**src/core/ccd_pkg.sv**
```systemverilog
// package: register map, field layout, reset values and carrier types of the channel clock dividers
package ccd_pkg;

  localparam int unsigned ADDR_W   = 12;
  localparam int unsigned DATA_W   = 32;
  localparam int unsigned IDX_W    = 9;

  // register indices; the byte address is four times the index
  localparam logic [IDX_W-1:0] IDX_DIV0_CYCLE_COUNTS  = 9'h190;
  localparam logic [IDX_W-1:0] IDX_DIV0_PHASE_BYPASS  = 9'h191;
  localparam logic [IDX_W-1:0] IDX_DIV0_OUT_CONTROL   = 9'h192;
  localparam logic [IDX_W-1:0] IDX_DIV1_CYCLE_COUNTS  = 9'h196;
  localparam logic [IDX_W-1:0] IDX_DIV1_PHASE_BYPASS  = 9'h197;
  localparam logic [IDX_W-1:0] IDX_DIV1_OUT_CONTROL   = 9'h198;
  localparam logic [IDX_W-1:0] IDX_DIV2_STAGE1_COUNTS = 9'h199;
  localparam logic [IDX_W-1:0] IDX_DIV2_STAGE2_COUNTS = 9'h19b;
  localparam logic [IDX_W-1:0] IDX_DIV2_STAGE_BYPASS  = 9'h19c;
  localparam logic [IDX_W-1:0] IDX_DIV2_DUTY_CONTROL  = 9'h19d;
  localparam logic [IDX_W-1:0] IDX_DIV3_STAGE1_COUNTS = 9'h19e;
  localparam logic [IDX_W-1:0] IDX_DIV3_STAGE2_COUNTS = 9'h1a0;
  localparam logic [IDX_W-1:0] IDX_DIV3_STAGE_BYPASS  = 9'h1a1;
  localparam logic [IDX_W-1:0] IDX_DIV3_DUTY_CONTROL  = 9'h1a2;
  localparam logic [IDX_W-1:0] IDX_VCO_DIV_SELECT     = 9'h1e0;
  localparam logic [IDX_W-1:0] IDX_SOURCE_SELECT      = 9'h1e1;
  localparam logic [IDX_W-1:0] IDX_SYNC_CONTROL       = 9'h1f0;
  localparam logic [IDX_W-1:0] IDX_OUTPUT_MODE        = 9'h1f1;
  localparam logic [IDX_W-1:0] IDX_STATUS             = 9'h1f2;

  // storage slots
  localparam int unsigned NSLOT = 17;
  localparam logic [4:0] SLOT_SYNC     = 5'h11;
  localparam logic [4:0] SLOT_STATUS   = 5'h12;
  localparam logic [4:0] SLOT_UNMAPPED = 5'h1f;
  localparam logic [IDX_W-1:0] SLOT_IDX [NSLOT] = '{
    IDX_DIV0_CYCLE_COUNTS, IDX_DIV0_PHASE_BYPASS, IDX_DIV0_OUT_CONTROL,
    IDX_DIV1_CYCLE_COUNTS, IDX_DIV1_PHASE_BYPASS, IDX_DIV1_OUT_CONTROL,
    IDX_DIV2_STAGE1_COUNTS, IDX_DIV2_STAGE2_COUNTS, IDX_DIV2_STAGE_BYPASS, IDX_DIV2_DUTY_CONTROL,
    IDX_DIV3_STAGE1_COUNTS, IDX_DIV3_STAGE2_COUNTS, IDX_DIV3_STAGE_BYPASS, IDX_DIV3_DUTY_CONTROL,
    IDX_VCO_DIV_SELECT, IDX_SOURCE_SELECT, IDX_OUTPUT_MODE};
  // per divider pair (0,1) and per cascaded divider (2,3)
  localparam int unsigned SLOT_SD_COUNTS [2] = '{0, 3};
  localparam int unsigned SLOT_SD_PHASE  [2] = '{1, 4};
  localparam int unsigned SLOT_SD_CTRL   [2] = '{2, 5};
  localparam int unsigned SLOT_CD_STAGE1 [2] = '{6, 10};
  localparam int unsigned SLOT_CD_STAGE2 [2] = '{7, 11};
  localparam int unsigned SLOT_CD_BYPASS [2] = '{8, 12};
  localparam int unsigned SLOT_CD_DUTY   [2] = '{9, 13};
  localparam int unsigned SLOT_VCO_SEL   = 14;
  localparam int unsigned SLOT_SRC_SEL   = 15;
  localparam int unsigned SLOT_OUT_MODE  = 16;

  // field positions
  localparam int unsigned LOW_MSB            = 7;
  localparam int unsigned LOW_LSB            = 4;
  localparam int unsigned HIGH_MSB           = 3;
  localparam int unsigned HIGH_LSB           = 0;
  localparam int unsigned SD_BYPASS_BIT      = 7;
  localparam int unsigned BEGIN_HIGH_BIT     = 4;
  localparam int unsigned EDGE_DELAY_MSB     = 3;
  localparam int unsigned EDGE_DELAY_LSB     = 0;
  localparam int unsigned DUTY_FIX_DIS_BIT   = 0;
  localparam int unsigned DIRECT_OUT_BIT     = 1;
  localparam int unsigned STAGE1_BYPASS_BIT  = 4;
  localparam int unsigned STAGE2_BYPASS_BIT  = 5;
  localparam int unsigned VCO_SEL_MSB        = 2;
  localparam int unsigned SRC_SEL_MSB        = 1;
  localparam int unsigned SYNC_BIT           = 0;
  localparam int unsigned CMOS_MODE_BIT [2]  = '{0, 1};
  localparam int unsigned B_ENABLE_BIT  [2]  = '{2, 3};

  // values
  localparam logic [7:0] REG_RESET        = 8'h00;
  localparam logic       SYNC_PEND_RESET  = 1'b1;
  localparam logic [1:0] SRC_CLK_NO_VCODIV = 2'h1;
  localparam logic [2:0] VCO_SEL_MAX      = 3'h4;
  localparam logic [2:0] VCO_RATIO_MIN    = 3'h2;
  localparam int unsigned NOUT            = 6;

  typedef struct packed {
    logic              psel;
    logic              penable;
    logic              pwrite;
    logic [ADDR_W-1:0] paddr;
    logic [DATA_W-1:0] pwdata;
    logic [3:0]        pstrb;
  } ccd_apb_req_s;

  typedef struct packed {
    logic              pready;
    logic              pslverr;
    logic [DATA_W-1:0] prdata;
  } ccd_apb_rsp_s;

  typedef struct packed {
    logic [3:0] lowCnt;
    logic [3:0] highCnt;
    logic       dccOn;
    logic [7:0] halfClk;
    logic [5:0] startDelay;
  } ccd_stage_cfg_s;

endpackage

```
**src/core/ccd_top.sv**
```systemverilog
// channel clock dividers: register file on apb, two single-stage and two cascaded dividers
//
// Operation
// - duty fix is on after reset; each channel's duty_fix_disable bit turns it off
// - 50% needs low equal high for even, low equal high plus one for odd
// - uncorrected output is high for high_period+1 of high+low+2 input cycles
// - bypassed divider after vco divider: 50% even, 1 of 3, 2 of 5
// - odd vco divide with correction gives (1+X)/3 or (2+X)/5, even 50%
// - corrected odd channel ratio after odd vco divide gives the stated mixed duty
// - without vco divider: bypass passes input duty, corrected even ratios give 50%
// - direct route gives the source waveform unchanged on the output pair
// - coarse offset delays the output rising edge by counted input rising edges
// - delay code is begin_high_flag times 16 plus the four-bit edge_delay_count
// - code up to 15 delays code cycles, else code-16+low_period+1 cycles
// - new offsets take effect only at the next sync event
// - divider 1 offset and count fields sit as for divider 0
// - dividers 2 and 3 are two cascaded 2-to-32 stages, product up to 1024
// - cascaded ratio: both bypassed 1, second bypassed first ratio, else product
// - each stage holds low and high counts as count minus one
// - divider 2 stage bypasses at bits 4 and 5, one shared duty_fix_disable
// - divider 3 stage bypasses at bits 4 and 5, one shared duty_fix_disable
// - in single-ended mode the B output stays off until enabled
// - dividers 0 and 1 divide by low+high+2; bypass gives divide by one
// - divider 0 bypass at phase register bit 7 powers the divider down; here its stage is only held stopped, with no power-down
// - vco divider divides by 2 to 6 from a three-bit selector
`timescale 1ns/1ps
module ccd_top import ccd_pkg::*; (
  input  wire logic     clock,
  input  wire logic     srst,
  input  ccd_apb_req_s  apbReq,
  output ccd_apb_rsp_s  apbRsp,
  output logic [NOUT-1:0] outClk
);
  typedef struct packed {
    logic [NSLOT-1:0][7:0] regs;
    logic                  pready;
    logic                  pslverr;
    logic [DATA_W-1:0]     prdata;
    logic                  syncPend;
    logic                  rawLvl;
    logic [NOUT-1:0]       outClk;
  } ccd_top_st_s;

  ccd_top_st_s st_r;
  ccd_top_st_s st_nxt;

  // address decode, used for both the read and the write path
  function automatic logic [4:0] slotOf(input logic [ADDR_W-1:0] addr);
    logic [4:0] slot;
    slot = SLOT_UNMAPPED;
    if (addr[1:0] == 2'h0) begin
      for (int k = 0; k < NSLOT; k++) begin
        if (addr[ADDR_W-1:2] == 10'(SLOT_IDX[k])) begin
          slot = 5'(k);
        end
      end
      if (addr[ADDR_W-1:2] == 10'(IDX_SYNC_CONTROL)) begin
        slot = SLOT_SYNC;
      end
      if (addr[ADDR_W-1:2] == 10'(IDX_STATUS)) begin
        slot = SLOT_STATUS;
      end
    end
    return slot;
  endfunction

  // division of one stage from its stored low and high fields
  function automatic logic [5:0] stageRatio(input logic [7:0] counts);
    return 6'(6'(counts[LOW_MSB:LOW_LSB]) + 6'(counts[HIGH_MSB:HIGH_LSB]) + 6'h02);
  endfunction

  // start delay in input cycles from the five-bit delay code
  function automatic logic [5:0] phaseDelay(input logic [7:0] phase, input logic [7:0] counts);
    logic [5:0] dly;
    dly = 6'(phase[EDGE_DELAY_MSB:EDGE_DELAY_LSB]);
    if (phase[BEGIN_HIGH_BIT]) begin
      dly = 6'(dly + 6'(counts[LOW_MSB:LOW_LSB]) + 6'h01);
    end
    return dly;
  endfunction

  // source and vco divider
  logic       vcoUsed;
  logic       vTick;
  logic       vLvl;
  logic [2:0] clkPerIn;
  logic       syncPulse;

  assign vcoUsed   = (st_r.regs[SLOT_SRC_SEL][SRC_SEL_MSB:0] != SRC_CLK_NO_VCODIV);
  assign syncPulse = st_r.syncPend;

  ccd_vco_div u_vco (
    .clock    (clock),
    .srst     (srst),
    .ratioSel (st_r.regs[SLOT_VCO_SEL][VCO_SEL_MSB:0]),
    .used     (vcoUsed),
    .tick     (vTick),
    .lvl      (vLvl),
    .clkPerIn (clkPerIn)
  );

  // single-stage dividers 0 and 1
  logic [1:0] sdLvl;
  logic [1:0] sdDirect;

  for (genvar i = 0; i < 2; i++) begin : g_single
    ccd_stage_cfg_s cfg;
    logic           bypass;
    logic           stLvl;
    logic [7:0]     counts;
    logic [7:0]     phase;

    assign counts         = st_r.regs[SLOT_SD_COUNTS[i]];
    assign phase          = st_r.regs[SLOT_SD_PHASE[i]];
    assign bypass         = phase[SD_BYPASS_BIT];
    assign cfg.lowCnt     = counts[LOW_MSB:LOW_LSB];
    assign cfg.highCnt    = counts[HIGH_MSB:HIGH_LSB];
    assign cfg.dccOn      = ~st_r.regs[SLOT_SD_CTRL[i]][DUTY_FIX_DIS_BIT];
    assign cfg.halfClk    = 8'(clkPerIn >> 1);
    assign cfg.startDelay = phaseDelay(phase, counts);
    assign sdDirect[i]    = st_r.regs[SLOT_SD_CTRL[i]][DIRECT_OUT_BIT];

    // a bypassed divider is held stopped, standing in for power-down
    ccd_stage u_stage (
      .clock  (clock),
      .srst   (srst),
      .tickIn (vTick),
      .start  (syncPulse | bypass),
      .cfg    (cfg),
      .lvl    (stLvl),
      .rise   ()
    );

    assign sdLvl[i] = bypass ? vLvl : stLvl;
  end

  // cascaded dividers 2 and 3
  logic [1:0] cdLvl;

  for (genvar j = 0; j < 2; j++) begin : g_cascade
    ccd_stage_cfg_s cfg1;
    ccd_stage_cfg_s cfg2;
    logic           byp1;
    logic           byp2;
    logic           dccOn;
    logic           lvl1;
    logic           lvl2;
    logic           rise1;
    logic [5:0]     ratio1;
    logic [8:0]     period1;
    logic [7:0]     c1;
    logic [7:0]     c2;

    assign c1    = st_r.regs[SLOT_CD_STAGE1[j]];
    assign c2    = st_r.regs[SLOT_CD_STAGE2[j]];
    assign byp1  = st_r.regs[SLOT_CD_BYPASS[j]][STAGE1_BYPASS_BIT];
    assign byp2  = st_r.regs[SLOT_CD_BYPASS[j]][STAGE2_BYPASS_BIT];
    assign dccOn = ~st_r.regs[SLOT_CD_DUTY[j]][DUTY_FIX_DIS_BIT];

    // input period of the second stage, in clocks, sets its half-cycle
    assign ratio1  = byp1 ? 6'h01 : stageRatio(c1);
    assign period1 = 9'(9'(ratio1) * 9'(clkPerIn));

    assign cfg1.lowCnt     = c1[LOW_MSB:LOW_LSB];
    assign cfg1.highCnt    = c1[HIGH_MSB:HIGH_LSB];
    assign cfg1.dccOn      = dccOn;
    assign cfg1.halfClk    = 8'(clkPerIn >> 1);
    assign cfg1.startDelay = 6'h00;
    assign cfg2.lowCnt     = c2[LOW_MSB:LOW_LSB];
    assign cfg2.highCnt    = c2[HIGH_MSB:HIGH_LSB];
    assign cfg2.dccOn      = dccOn;
    assign cfg2.halfClk    = 8'(period1 >> 1);
    assign cfg2.startDelay = 6'h00;

    ccd_stage u_first (
      .clock  (clock),
      .srst   (srst),
      .tickIn (vTick),
      .start  (syncPulse | byp1),
      .cfg    (cfg1),
      .lvl    (lvl1),
      .rise   (rise1)
    );

    // second stage counts rising edges of the first stage's output
    ccd_stage u_second (
      .clock  (clock),
      .srst   (srst),
      .tickIn (byp1 ? vTick : rise1),
      .start  (syncPulse | byp2),
      .cfg    (cfg2),
      .lvl    (lvl2),
      .rise   ()
    );

    always_comb begin
      if (!byp2) begin
        cdLvl[j] = lvl2;
      end else if (!byp1) begin
        cdLvl[j] = lvl1;
      end else begin
        cdLvl[j] = vLvl;
      end
    end
  end

  // bus slave, sync request and output registers
  logic [4:0] slot;
  logic       access;
  logic       finish;

  assign slot   = slotOf(apbReq.paddr);
  assign access = apbReq.psel && apbReq.penable;
  assign finish = access && st_r.pready;

  always_comb begin
    st_nxt          = st_r;
    st_nxt.pready   = 1'b0;
    st_nxt.syncPend = 1'b0;
    st_nxt.rawLvl   = ~st_r.rawLvl;
    if (access && !st_r.pready) begin
      st_nxt.pready  = 1'b1;
      st_nxt.pslverr = (slot == SLOT_UNMAPPED);
      st_nxt.prdata  = '0;
      if (!apbReq.pwrite) begin
        if (slot < 5'(NSLOT)) begin
          st_nxt.prdata = 32'(st_r.regs[slot]);
        end else if (slot == SLOT_STATUS) begin
          st_nxt.prdata = 32'({vcoUsed, st_r.outClk});
        end
      end
    end
    if (finish && apbReq.pwrite && !st_r.pslverr && apbReq.pstrb[0]) begin
      if (slot < 5'(NSLOT)) begin
        st_nxt.regs[slot] = apbReq.pwdata[7:0];
      end else if (slot == SLOT_SYNC) begin
        st_nxt.syncPend = apbReq.pwdata[SYNC_BIT];
      end
    end
    // direct route bypasses the divider: source waveform passes unchanged
    st_nxt.outClk[0] = sdDirect[0] ? st_r.rawLvl : sdLvl[0];
    st_nxt.outClk[1] = sdDirect[1] ? st_r.rawLvl : sdLvl[1];
    for (int k = 0; k < 2; k++) begin
      st_nxt.outClk[2 + 2 * k] = cdLvl[k];
      if (st_r.regs[SLOT_OUT_MODE][CMOS_MODE_BIT[k]]) begin
        st_nxt.outClk[3 + 2 * k] = st_r.regs[SLOT_OUT_MODE][B_ENABLE_BIT[k]] & cdLvl[k];
      end else begin
        st_nxt.outClk[3 + 2 * k] = ~cdLvl[k];
      end
    end
  end

  always_ff @(posedge clock) begin
    if (srst) begin
      st_r          <= '0;
      st_r.regs     <= {NSLOT{REG_RESET}};
      st_r.syncPend <= SYNC_PEND_RESET;
    end else begin
      st_r <= st_nxt;
    end
  end

  assign apbRsp.pready  = st_r.pready;
  assign apbRsp.pslverr = st_r.pslverr;
  assign apbRsp.prdata  = st_r.prdata;
  assign outClk         = st_r.outClk;
endmodule

```
**src/core/ccd_vco_div.sv**
```systemverilog
// divider ahead of the channel dividers: edge tick and divided level
`timescale 1ns/1ps
module ccd_vco_div import ccd_pkg::*; (
  input  wire logic       clock,
  input  wire logic       srst,
  input  wire logic [2:0] ratioSel,
  input  wire logic       used,
  output logic            tick,
  output logic            lvl,
  output logic [2:0]      clkPerIn
);
  typedef struct packed {
    logic [2:0] cnt;
    logic       tick;
    logic       lvl;
  } ccd_vco_st_s;

  ccd_vco_st_s st_r;
  ccd_vco_st_s st_nxt;
  logic [2:0]  ratio;

  // selector codes past the last ratio fold onto the smallest one
  assign ratio    = (ratioSel > VCO_SEL_MAX) ? VCO_RATIO_MIN : 3'(ratioSel + VCO_RATIO_MIN);
  assign tick     = st_r.tick;
  assign lvl      = st_r.lvl;
  assign clkPerIn = used ? ratio : 3'h1;

  always_comb begin
    st_nxt = st_r;
    if (!used) begin
      st_nxt.cnt  = 3'h0;
      st_nxt.tick = 1'b1;
      st_nxt.lvl  = ~st_r.lvl;
    end else begin
      st_nxt.cnt  = (st_r.cnt >= 3'(ratio - 3'h1)) ? 3'h0 : 3'(st_r.cnt + 3'h1);
      st_nxt.tick = (st_nxt.cnt == 3'h0);
      // odd ratios run high for the floor half: 1 of 3, 2 of 5
      st_nxt.lvl  = (st_nxt.cnt < (ratio >> 1));
    end
  end

  always_ff @(posedge clock) begin
    if (srst) begin
      st_r <= '0;
    end else begin
      st_r <= st_nxt;
    end
  end
endmodule

```
**src/core/ccd_stage.sv**
```systemverilog
// one divider stage: high and low counters, start delay, half-cycle late fall
`timescale 1ns/1ps
module ccd_stage import ccd_pkg::*; (
  input  wire logic     clock,
  input  wire logic     srst,
  input  wire logic     tickIn,
  input  wire logic     start,
  input  ccd_stage_cfg_s cfg,
  output logic          lvl,
  output logic          rise
);
  typedef enum logic [1:0] {ST_DELAY, ST_HIGH, ST_LOW} ccd_stage_e;
  typedef struct packed {
    ccd_stage_e state;
    logic [5:0] cnt;
    logic [7:0] hold;
    logic       lvl;
    logic       rise;
  } ccd_stage_st_s;

  ccd_stage_st_s st_r;
  ccd_stage_st_s st_nxt;
  logic          oddFix;

  assign oddFix = cfg.dccOn && (cfg.lowCnt[0] ^ cfg.highCnt[0]) && (cfg.halfClk != 8'h00);
  assign lvl    = st_r.lvl;
  assign rise   = st_r.rise;

  always_comb begin
    st_nxt      = st_r;
    st_nxt.rise = 1'b0;
    if (st_r.hold != 8'h00) begin
      st_nxt.hold = 8'(st_r.hold - 8'h01);
      if (st_r.hold == 8'h01) begin
        st_nxt.lvl = 1'b0;
      end
    end
    if (start) begin
      st_nxt.state = ST_DELAY;
      st_nxt.cnt   = cfg.startDelay;
      st_nxt.hold  = 8'h00;
      st_nxt.lvl   = 1'b0;
    end else if (tickIn) begin
      case (st_r.state)
        ST_DELAY, ST_LOW: begin
          if (st_r.cnt == 6'h00) begin
            st_nxt.state = ST_HIGH;
            st_nxt.cnt   = {2'h0, cfg.highCnt};
            st_nxt.hold  = 8'h00;
            st_nxt.lvl   = 1'b1;
            st_nxt.rise  = 1'b1;
          end else begin
            st_nxt.cnt = 6'(st_r.cnt - 6'h01);
          end
        end
        ST_HIGH: begin
          if (st_r.cnt == 6'h00) begin
            st_nxt.state = ST_LOW;
            st_nxt.cnt   = {2'h0, cfg.lowCnt};
            if (oddFix) begin
              st_nxt.hold = cfg.halfClk;
            end else begin
              st_nxt.lvl = 1'b0;
            end
          end else begin
            st_nxt.cnt = 6'(st_r.cnt - 6'h01);
          end
        end
        default: begin
          st_nxt.state = ST_DELAY;
        end
      endcase
    end
  end

  always_ff @(posedge clock) begin
    if (srst) begin
      st_r <= '0;
    end else begin
      st_r <= st_nxt;
    end
  end
endmodule

```
**config.mk**
```make
export PLATFORM = sky130hd
export DESIGN_NAME = ccd_top
export DESIGN_NICKNAME = d
export VERILOG_FILES = /design/src/core/ccd_pkg.sv /design/src/core/ccd_top.sv /design/src/core/ccd_vco_div.sv /design/src/core/ccd_stage.sv
export SDC_FILE = /design/constraint.sdc
export NUM_CORES = 1
export LEC_CHECK = 0
export BUFFER_PORTS_ARGS = -buffer_cell sky130_fd_sc_hd__buf_2
export CORE_AREA = 2 2 165 167
export DETAILED_ROUTE_END_ITERATION = 12
export DIE_AREA = 0 0 167 169
export PLACE_DENSITY = 0.78
export SETUP_SLACK_MARGIN = 0.02
export SLEW_MARGIN = 5
export SYNTH_ARGS = -nofsm -noshare
export SYNTH_HDL_FRONTEND = slang
export SYNTH_SLANG_ARGS = --single-unit
```
**constraint.sdc**
```tcl
create_clock -name clock -period 6 [get_ports clock]
set_clock_uncertainty 0.15 [all_clocks]
set_input_delay 0 -clock clock [delete_from_list [all_inputs] [get_ports clock]]
set_output_delay 0 -clock clock [all_outputs]
set_load 0.1 [all_outputs]
```
* Word level (Yosys, flattened, before mapping)
Cells that the tools add are included.
** Operators by class
- Add/sub/neg operators :: 23
- Multiply operators :: 2
- $lt $le $gt $ge :: 6
- Equal/unequal tests :: 53
- Muxes and demuxes :: 138
- Bitwise gates (word level) :: 26
- Reduce and logical (&&, ||, !) cells :: 80
** Operators with widths (number)
- equality test 10 x 9 -> 1 bit, second input constant :: 19
- case mux 15 bit (2 select lines) :: 6
- bitwise mux 136 bit :: 1
- two-way mux 9 bit :: 12
- two-way mux 10 bit :: 10
- two-way mux 5 bit :: 20
- two-way mux 6 bit :: 16
- two-way mux 8 bit :: 9
- nonzero test 8 bit :: 9
- equality test 8 x 1 -> 1 bit, second input constant :: 6
- subtractor 8 x 1 -> 8 bit, second input constant :: 6
- binary-select mux 8 bit (select 5 bit) :: 1
- demux 8 bit (select 5 bit) :: 1
- zero test 6 bit :: 6
- subtractor 6 x 1 -> 6 bit, second input constant :: 6
- two-way mux 34 bit :: 1
- two-way mux 1 bit :: 33
- two-way mux 16 bit :: 2
- two-way mux 32 bit :: 1
- two-way mux 15 bit :: 2
- two-way mux 2 bit :: 13
- != test 2 x 1 -> 1 bit, second input constant :: 13
- OR reduction 2 bit :: 13
- case mux 2 bit (2 select lines) :: 6
- 31 further kinds :: 116
** Storage, ports and cells
- Bits in registers :: 287
- Bits of input ports :: 53
- Output and inout port bits :: 40
- Word-level logic and storage cells :: 380

* Depth between registers and ports, before layout
Gate-level depths: netlist of run 1.
- Depth after elaboration :: 26
- Depth in mapped cells :: 20
- Gate-level depth less buffers :: 20

* Modules after synthesis
Synthesis of run 1 repeated with hierarchy kept, for this count alone.
** Unflattened totals
- Cell total of the unflattened synthesis :: 2044
- Area total of the unflattened synthesis :: 16529.6 um^2
** By module, submodules not included
- ccd_top :: times used 1, cells an instance 1179, area an instance 9501.6 um^2
- ccd_stage at g_cascade[0].u_first ... :: times used 5, cells an instance 139, area an instance 1108.6 um^2
- ccd_stage at g_cascade[1].u_first :: times used 1, cells an instance 129, area an instance 1128.6 um^2
- ccd_vco_div :: times used 1, cells an instance 41, area an instance 356.6 um^2

* Least setup slack after synthesis of run 1
OpenSTA, ideal clock, no wires.
- Kind :: register -> register
- Start :: register st_r[156] (netlist bit)
- End :: register g_cascade[0].u_second.st_r[5] (netlist bit)
- Data arrival time :: 4.120 ns
- Setup slack :: 1.604 ns
- Cell stages (with the launch flop) :: 17
- Path buffers :: 0
- Clock period less this slack :: 4.396 ns
- Path through :: dfxtp_1 inv_1 ha_1 nor3_1 o21ai_0 fa_1 inv_1 ha_1 fa_1 a21o_1 a21oi_1 xnor2_1 nor3_1 a311oi_1 a21boi_0 nor3_1 o22ai_1
** Between the ends
- Longest elaborated chain between the ends :: 10
- Elaborated cells between the ends (all ways) :: 11
- Those cells by class :: 1 x add/sub; 1 x mul; 1 x order compare; 6 x mux; 2 x reduce/logical
** RTL lines
- start, declared :: line ccd_top.sv:44 : ccd_top_st_s st_r;
- start signal, assigned :: line ccd_top.sv:259 : st_r <= st_nxt;
- adder 3 x 2 -> 3 bit / > comparator 3 bit (equally long branches) :: line ccd_vco_div.sv:23 : assign ratio = (ratioSel > VCO_SEL_MAX) ? VCO_RATIO_MIN : 3'(ratioSel + VCO_RATIO_MIN);
- two-way mux 3 bit (*) :: line ccd_vco_div.sv:23
- two-way mux 3 bit (*) :: line ccd_vco_div.sv:26 : assign clkPerIn = used ? ratio : 3'h1;
- multiplier 6 x 3 -> 9 bit (*) :: line ccd_top.sv:162 : assign period1 = 9'(9'(ratio1) * 9'(clkPerIn));
- nonzero test 8 bit :: line ccd_stage.sv:25 : assign oddFix = cfg.dccOn && (cfg.lowCnt[0] ^ cfg.highCnt[0]) && (cfg.halfClk != 8'h00);
- logical AND 1 bit :: line ccd_stage.sv:25
- two-way mux 8 bit (*) :: line ccd_stage.sv:60 : if (oddFix) begin
- two-way mux 9 bit (*) :: line ccd_stage.sv:57 : if (st_r.cnt == 6'h00) begin
- case mux 15 bit (2 select lines) (*) :: line ccd_stage.sv:44 : case (st_r.state)
- two-way mux 10 bit (*) :: line ccd_stage.sv:43 : end else if (tickIn) begin
- end signal, assigned :: line ccd_stage.sv:80 : st_r <= st_nxt;
- end, declared :: line ccd_stage.sv:21 : ccd_stage_st_s st_r;
Every way passes the cells marked *; elsewhere a longest branch is shown, timed or not.
A chain may end at the register's enable or synchronous reset.

* Worst setup path after layout of run 1
- Start :: register st_r, in the netlist g_cascade[0].c1[5]
- End :: register g_cascade[0].u_second.st_r[5] (netlist bit)
** Between the ends
- Longest elaborated chain between the ends :: 10
** RTL lines
- adder 4 x 4 -> 5 bit (*) :: line ccd_top.sv:69 : return 6'(6'(counts[LOW_MSB:LOW_LSB]) + 6'(counts[HIGH_MSB:HIGH_LSB]) + 6'h02);
- adder 5 x 2 -> 6 bit (*) :: line ccd_top.sv:69
- two-way mux 6 bit (*) :: line ccd_top.sv:161 : assign ratio1 = byp1 ? 6'h01 : stageRatio(c1);
- multiplier 6 x 3 -> 9 bit (*) :: line ccd_top.sv:162
- nonzero test 8 bit :: line ccd_stage.sv:25
- logical AND 1 bit :: line ccd_stage.sv:25
- two-way mux 8 bit (*) :: line ccd_stage.sv:60
- two-way mux 9 bit (*) :: line ccd_stage.sv:57
- case mux 15 bit (2 select lines) (*) :: line ccd_stage.sv:44
- two-way mux 10 bit (*) :: line ccd_stage.sv:43
Marks and branches as above.

==> results of run 1 <==
metrics by stage:
stage	setup WS, ps	instance area, µm²	hold WS, ps
global route	632	16800	58.4
CTS	954	16800	26.7
finish	861	16800	40.9
detailed placement	927	15700	302
global placement	1120	15700	283
floorplan	1600	15700	176
report_power, final:
group	total [W]	switching [W]	internal [W]
clock network	0.00187	0.000734	0.00113
registers	0.00204	0.000149	0.00189
logic	0.00169	0.00102	0.000671
kinds of logic after synthesis:
logic type                 count (synthesis)  synth area share
and+or+nand+nor                          772             0.233
AOI/OAI and AO/OA                        371             0.156
DFF                                      263             0.337
buffers and inverters                    215            0.0635
muxes                                    152            0.0979
adders and majority gates                 85            0.0748
xor gates and xnor gates                  67            0.0376
other                                      1          0.000240
layer usage:
metal,track usage,vias to the layer above,share of wire
li1,-,6681,-
met1,0.401,6666,0.41
met2,0.474,738,0.44
met3,0.0482,146,0.10
met4,0.123,0,0.044
met5,0,-,0
cell usage in the layout, fill, tap and decap left out, types with 15 or more instances in the layout:
cell and count:
inv_1 69, xnor2_1 53, and3_1 15, conb_1 24
nand3_1 54, nor2_1 310, a31oi_1 18, dfxtp_1 263
or3_1 16, nor3_1 75, mux2i_1 145, buf_4 15
ha_1 71, a21o_1 21, nand2_1 170, o21ai_0 62
buf_2 40, a211oi_1 19, nand2b_1 15, nand3b_1 19
a22oi_1 16, a21oi_1 118, clkbuf_16 29
worst max-delay path by stage:
stage                                          endpoint  slack, ps  cells after the start
after floorplan           g_cascade[0].u_second.st_r[5]       1600                     16
after global placement    g_cascade[0].u_second.st_r[5]       1120                     20
after detailed placement  g_cascade[0].u_second.st_r[5]        930                     20
after CTS                 g_cascade[0].u_second.st_r[5]        950                     20
after global routing      g_cascade[0].u_second.st_r[5]        630                     20
final                     g_cascade[0].u_second.st_r[5]        860                     20
worst max-delay path, cell delays in order, from the launching register on:
cell       delay, ps
dfxtp_1          480
inv_1            100
ha_1             280
inv_1             60
ha_1             200
inv_1             70
fa_1             400
xor2_1           190
nor2_1           150
nand2_1           90
fa_1             480
inv_1             70
ha_1             290
a21o_1           150
a21o_1           200
a2111oi_0        470
a311oi_1         140
a311oi_1         480
a21boi_0         260
nor3_1           230
o22ai_1          100
synthesized netlist by cell type (18+ instances only):
master and instances:
a31oi_1 18, inv_1 69, nand3_1 54, a21oi_1 119, nor3_1 75, buf_4 40, xnor2_1 53, clkbuf_1 86
ha_1 71, o21ai_0 62, nand3b_1 19, dfxtp_1 263, nor2_1 310, a211oi_1 19, mux2i_1 145, a21o_1 21
nand2_1 170
what timing repair did:
action,CTS,global route
resized for setup,0,0
hold buffers,12,0
endpoints found under the hold margin,148,0
sequential cells by signal (all words and copies together), names as in the netlist:
name	cells
g_cascade.byp1	2
u_vco.st_r	3
apbRsp	10
syncPulse	1
g_cascade.u_first.lvl	2
g_single.u_stage.lvl	2
g_single.phase	16
g_cascade.u_first.rise	2
g_cascade.c2	16
g_cascade.byp2	2
outClk	6
g_single.counts	16
u_vco.tick	1
sdDirect	2
st_r	67
g_cascade.u_second.st_r	32
g_cascade.c1	16
g_cascade.u_first.st_r	32
u_vco.lvl	1
g_cascade.u_second.lvl	2
g_single.u_stage.st_r	32
layout make-up:
class | count | area [µm²]
well taps | 341 | 427
flip-flops and latches | 263 | 5270
repair buffers | 67 | 433
clock inverters | 16 | 219
diodes | 1 | 2.50
fillers | 2239 | 9660
inverters | 69 | 259
clock buffers | 36 | 782
multi-input cells | 1471 | 9460
==> impl_metrics.json, run 1 <==
{
  "outcome": "completed",
  "synth_area_um2": 15600,
  "drc": 0,
  "routedWlPerCell_um": 19.2,
  "rsz0062_at_grt": "no",
  "initial_core_util": 0.590,
  "syn2layout_area_growth_pct": 7.81,
  "p_per_area_nw_per_um2": 332,
  "cts_tree": "yes",
  "ys_types": 82,
  "tightestPinTransition_ps": 1090,
  "hold_path_depth": 4,
  "syn_area_per_cell_um2": 8.11,
  "synth_edf_count": 0,
  "cts.sink_count": 263,
  "hold_start": "apbReq[37]",
  "critPathLaunchType": "register",
  "place.gp.congestion": 0.953,
  "cp_max_fo": 4,
  "ys_warn_count": 0,
  "die_w_um": 167,
  "post_cts_buffers": 0,
  "pin_count": 93,
  "yosys.area.top_type": "dfxtp_1",
  "die-area_um2": 28200,
  "htree_levels": 1,
  "synth-main-ff-cell": "dfxtp_1",
  "dp_hpwl_um": 30500,
  "synth_top_area_frac": 0.337,
  "core_area_um2": 26500,
  "report.final.hold_viol_count": 0,
  "r2r-start": "g_cascade[0].c1[5]",
  "wl_um": 43400,
  "setup_viol": 0,
  "clk-insertion-delay-late_ps": 560,
  "routed-via-count": 14200,
  "clkTransAtPathRegs_ps": 70,
  "final_nets": 2038,
  "grt_antenna_before_repair": 1,
  "ys_seq_area_frac": 0.337,
  "required_ps": 6280,
  "ant_nets": 0,
  "fp.dieH_um": 169,
  "root_buffer": "clkbuf_16",
  "power.total_w": 0.00560,
  "fin_crit_sh": 0.856,
  "r2r_cells": 20,
  "worst_ir_drop_vdd_uv": 349,
  "end_kind": "register",
  "r2r-end": "g_cascade[0].u_second.st_r[5]",
  "worstSetupPathType": "register to register",
  "first_pass_iters": 6,
  "hp-class": "primary input to register",
  "ys_seq_elements": 263,
  "drive_gt1_frac": 0.0728,
  "place_inst": 2199,
  "cp_data_arrival_time_ps": 5420,
  "instances_no_fill": 2264,
  "synth_area_leaders": "dfxtp_1 34%, mux2i_1 9.3%, nor2_1 7.4%",
  "cts_buffers": 28,
  "num_rows": 60,
  "maxSlewHeadroom": 0.257,
  "grt_start_max_net_pins": 79,
  "synth_cells": 1926,
  "fin_setup_tns_ps": 0,
  "min_to": "syncPulse",
  "cellLeakagePower_nw": 6.87,
  "fmax_mhz": 195,
  "drt_iter0_drc": 1793,
  "max-cap-violations": 0,
  "final_core_util": 0.636,
  "grt_pass1_vias": 12900,
  "startpoint": "g_cascade[0].c1[5]",
  "grt_overflow_total": 0,
  "io_buffer_count": 41,
  "viasPerCell": 6.29,
  "track_usage": 0.297,
  "synthArstFlopShare": 0,
  "rrSetupSlack_ps": 860,
  "fin_crit_ps": 5140,
  "grt_first_pass_wirelength_um": 68400,
  "maxSlewViolCount": 0,
  "clockBufferDepth": 3
}
Note: power is estimated with default switching activity, not from simulation.
==> run 2, diff against run 1 <==
- CTS_BUF_LIST: default -> sky130_fd_sc_hd__clkbuf_8
==> run 2 against run 1 <==
Effect of this change:
- core utilization shrank 0.56 points
- first-iteration DRC count grew 1.4%
- flip-flop and latch count is the same
- power shrank 6.2%
- via count is essentially flat
- routed wire length shrank 0.89%
- non-clock buffer count grew 2
- hold slack gained 69 ps
- cell count grew 1.1%
- critical path depth is the same
- count of clock-buffer cells in the layout grew 18
==> impl_metrics.json, run 2 (synthesis gave the netlist of run 1 again) <==
{
  "die-area_um2": 28200,
  "grt_first_pass_wirelength_um": 68000,
  "drc": 0,
  "clkTransAtPathRegs_ps": 60,
  "clockBufferDepth": 3,
  "postPlaceCellArea_um2": 15700,
  "pwr-share-comb": 0.319,
  "dpl_worst_slack_ps": 927,
  "first_pass_iters": 6,
  "report.final.hold_viol_count": 0,
  "io_buffer_count": 41,
  "final_nets": 2056,
  "clk-insertion-delay-late_ps": 590,
  "fmax_mhz": 193,
  "dp_hpwl_um": 30500,
  "maxSlewHeadroom": 0.269,
  "num_rows": 60,
  "nFillCells": 2302,
  "grt_antenna_before_repair": 3,
  "final_core_util": 0.630,
  "pin_count": 93,
  "cts_tree": "yes",
  "max-cap-violations": 0,
  "ant_nets": 0,
  "root_buffer": "clkbuf_8",
  "worst_ir_drop_vdd_uv": 351,
  "top_register": "st_r",
  "drive_gt1_frac": 0.0765,
  "cellLeakagePower_nw": 6.89,
  "hp-class": "primary input to register",
  "swShare": 0.358,
  "grt_pass1_vias": 12900,
  "outcome": "completed",
  "die_w_um": 167,
  "cts_buffers": 44,
  "fin_crit_sh": 0.863,
  "htree_levels": 2,
  "worstSetupPathType": "register to register",
  "initial_core_util": 0.590,
  "setup_viol": 0,
  "core_area_um2": 26500,
  "track_usage": 0.295,
  "syn2layout_area_growth_pct": 6.86,
  "pwr-share-clk": 0.293,
  "viasPerCell": 6.21,
  "final_cell_mix": "310 x nor2_1, 263 x dfxtp_1, 170 x nand2_1, 145 x mux2i_1, 118 x a21oi_1",
  "routed-via-count": 14200,
  "fin_ws_ps": 824,
  "pwr-share-seq": 0.389,
  "place.gp.congestion": 0.953,
  "required_ps": 6280,
  "rrSetupSlack_ps": 820,
  "rsz0062_at_grt": "no",
  "fin_crit_ps": 5180,
  "fp.dieH_um": 169,
  "post_cts_buffers": 0,
  "netSwitchingPower_w": 0.00188,
  "cp_max_fo": 4,
  "grt_start_max_net_pins": 79,
  "layout_commonest_cell": "nor2_1",
  "fin_setup_tns_ps": 0,
  "cp_data_arrival_time_ps": 5460,
  "p_int_w": 0.00337,
  "routedWlPerCell_um": 18.8,
  "grt_overflow_total": 0,
  "p_per_area_nw_per_um2": 315,
  "end_kind": "register",
  "critPathLaunchType": "register",
  "tightestPinTransition_ps": 1070,
  "drt_iter0_drc": 1818,
  "cts.sink_count": 263,
  "final_cell_area_um2": 16700,
  "maxSlewViolCount": 0,
  "largest_reg_flops": 67,
  "wl_um": 43000
}
run 2: cell types whose count changed in the layout (fill, tap and decap cells not counted), moves of 4 or more:
cell	before	now
clkinvlp_4	4	0
inv_1	69	88
bufinv_16	5	0
clkbuf_8	3	54
clkinv_2	6	2
clkbuf_16	29	0
clkbuf_1	4	0
run 2: final timing paths:
path / end / startpoint / cells past startpoint
worst max register to register: g_cascade[0].u_second.st_r[5] / g_cascade[0].c1[5] / 20
worst min-delay path: apbRsp[33] / apbReq[50] / 3
worst min register to register: st_r[6] / st_r[6] / 1
worst max-delay path: g_cascade[0].u_second.st_r[5] / g_cascade[0].c1[5] / 20
run 2: layer usage:
layer	routed length, µm	track usage	up-vias
li1	-	-	6710
met1	18500	0.402	6704
met2	19200	0.472	671
met3	3810	0.0538	133
met4	1490	0.105	4
met5	27	0	-
run 2: stage by stage:
step	instances	power, W	hold WS [ps]
finish	2290	0.00525	110
CTS	2289	0.00526	102
detailed placement	2199	0.00373	302
global route	2289	0.00559	156
global placement	2199	0.00366	283
floorplan	1949	0.00344	176
run 2: power groups by stage:
stage          Combinational, W  Sequential [W]  Clock [W]
6_report                0.00167         0.00204    0.00154
5_1_grt                 0.00191         0.00206    0.00162
4_1_cts                 0.00167         0.00204    0.00155
3_5_place_dp            0.00165         0.00207          0
3_3_place_gp            0.00160         0.00207          0
2_1_floorplan           0.00141         0.00203          0
run 2: what timing repair did:
item,in CTS,in global routing
endpoints found under the hold margin,148,0
hold buffers,14,0
gates resized for setup,0,0
run 2: cell type report:
type / instances / area (µm²) / area share
diodes: 1 / 2.50 / 0.000150
multi-input cells: 1471 / 9460 / 0.566
well taps: 341 / 427 / 0.0256
clock inverters: 22 / 90.1 / 0.00540
inverters: 69 / 259 / 0.0155
repair buffers: 69 / 453 / 0.0271
flip-flops and latches: 263 / 5270 / 0.315
clock buffers: 54 / 743 / 0.0445
run 2: critical path: stages, from the launching register on:
cell	delay, ps
dfxtp_1	490
inv_1	100
ha_1	280
inv_1	60
ha_1	190
inv_1	70
fa_1	400
xor2_1	190
nor2_1	150
nand2_1	90
fa_1	480
inv_1	70
ha_1	290
a21o_1	150
a21o_1	200
a2111oi_0	470
a311oi_1	150
a311oi_1	490
a21boi_0	270
nor3_1	230
o22ai_1	100
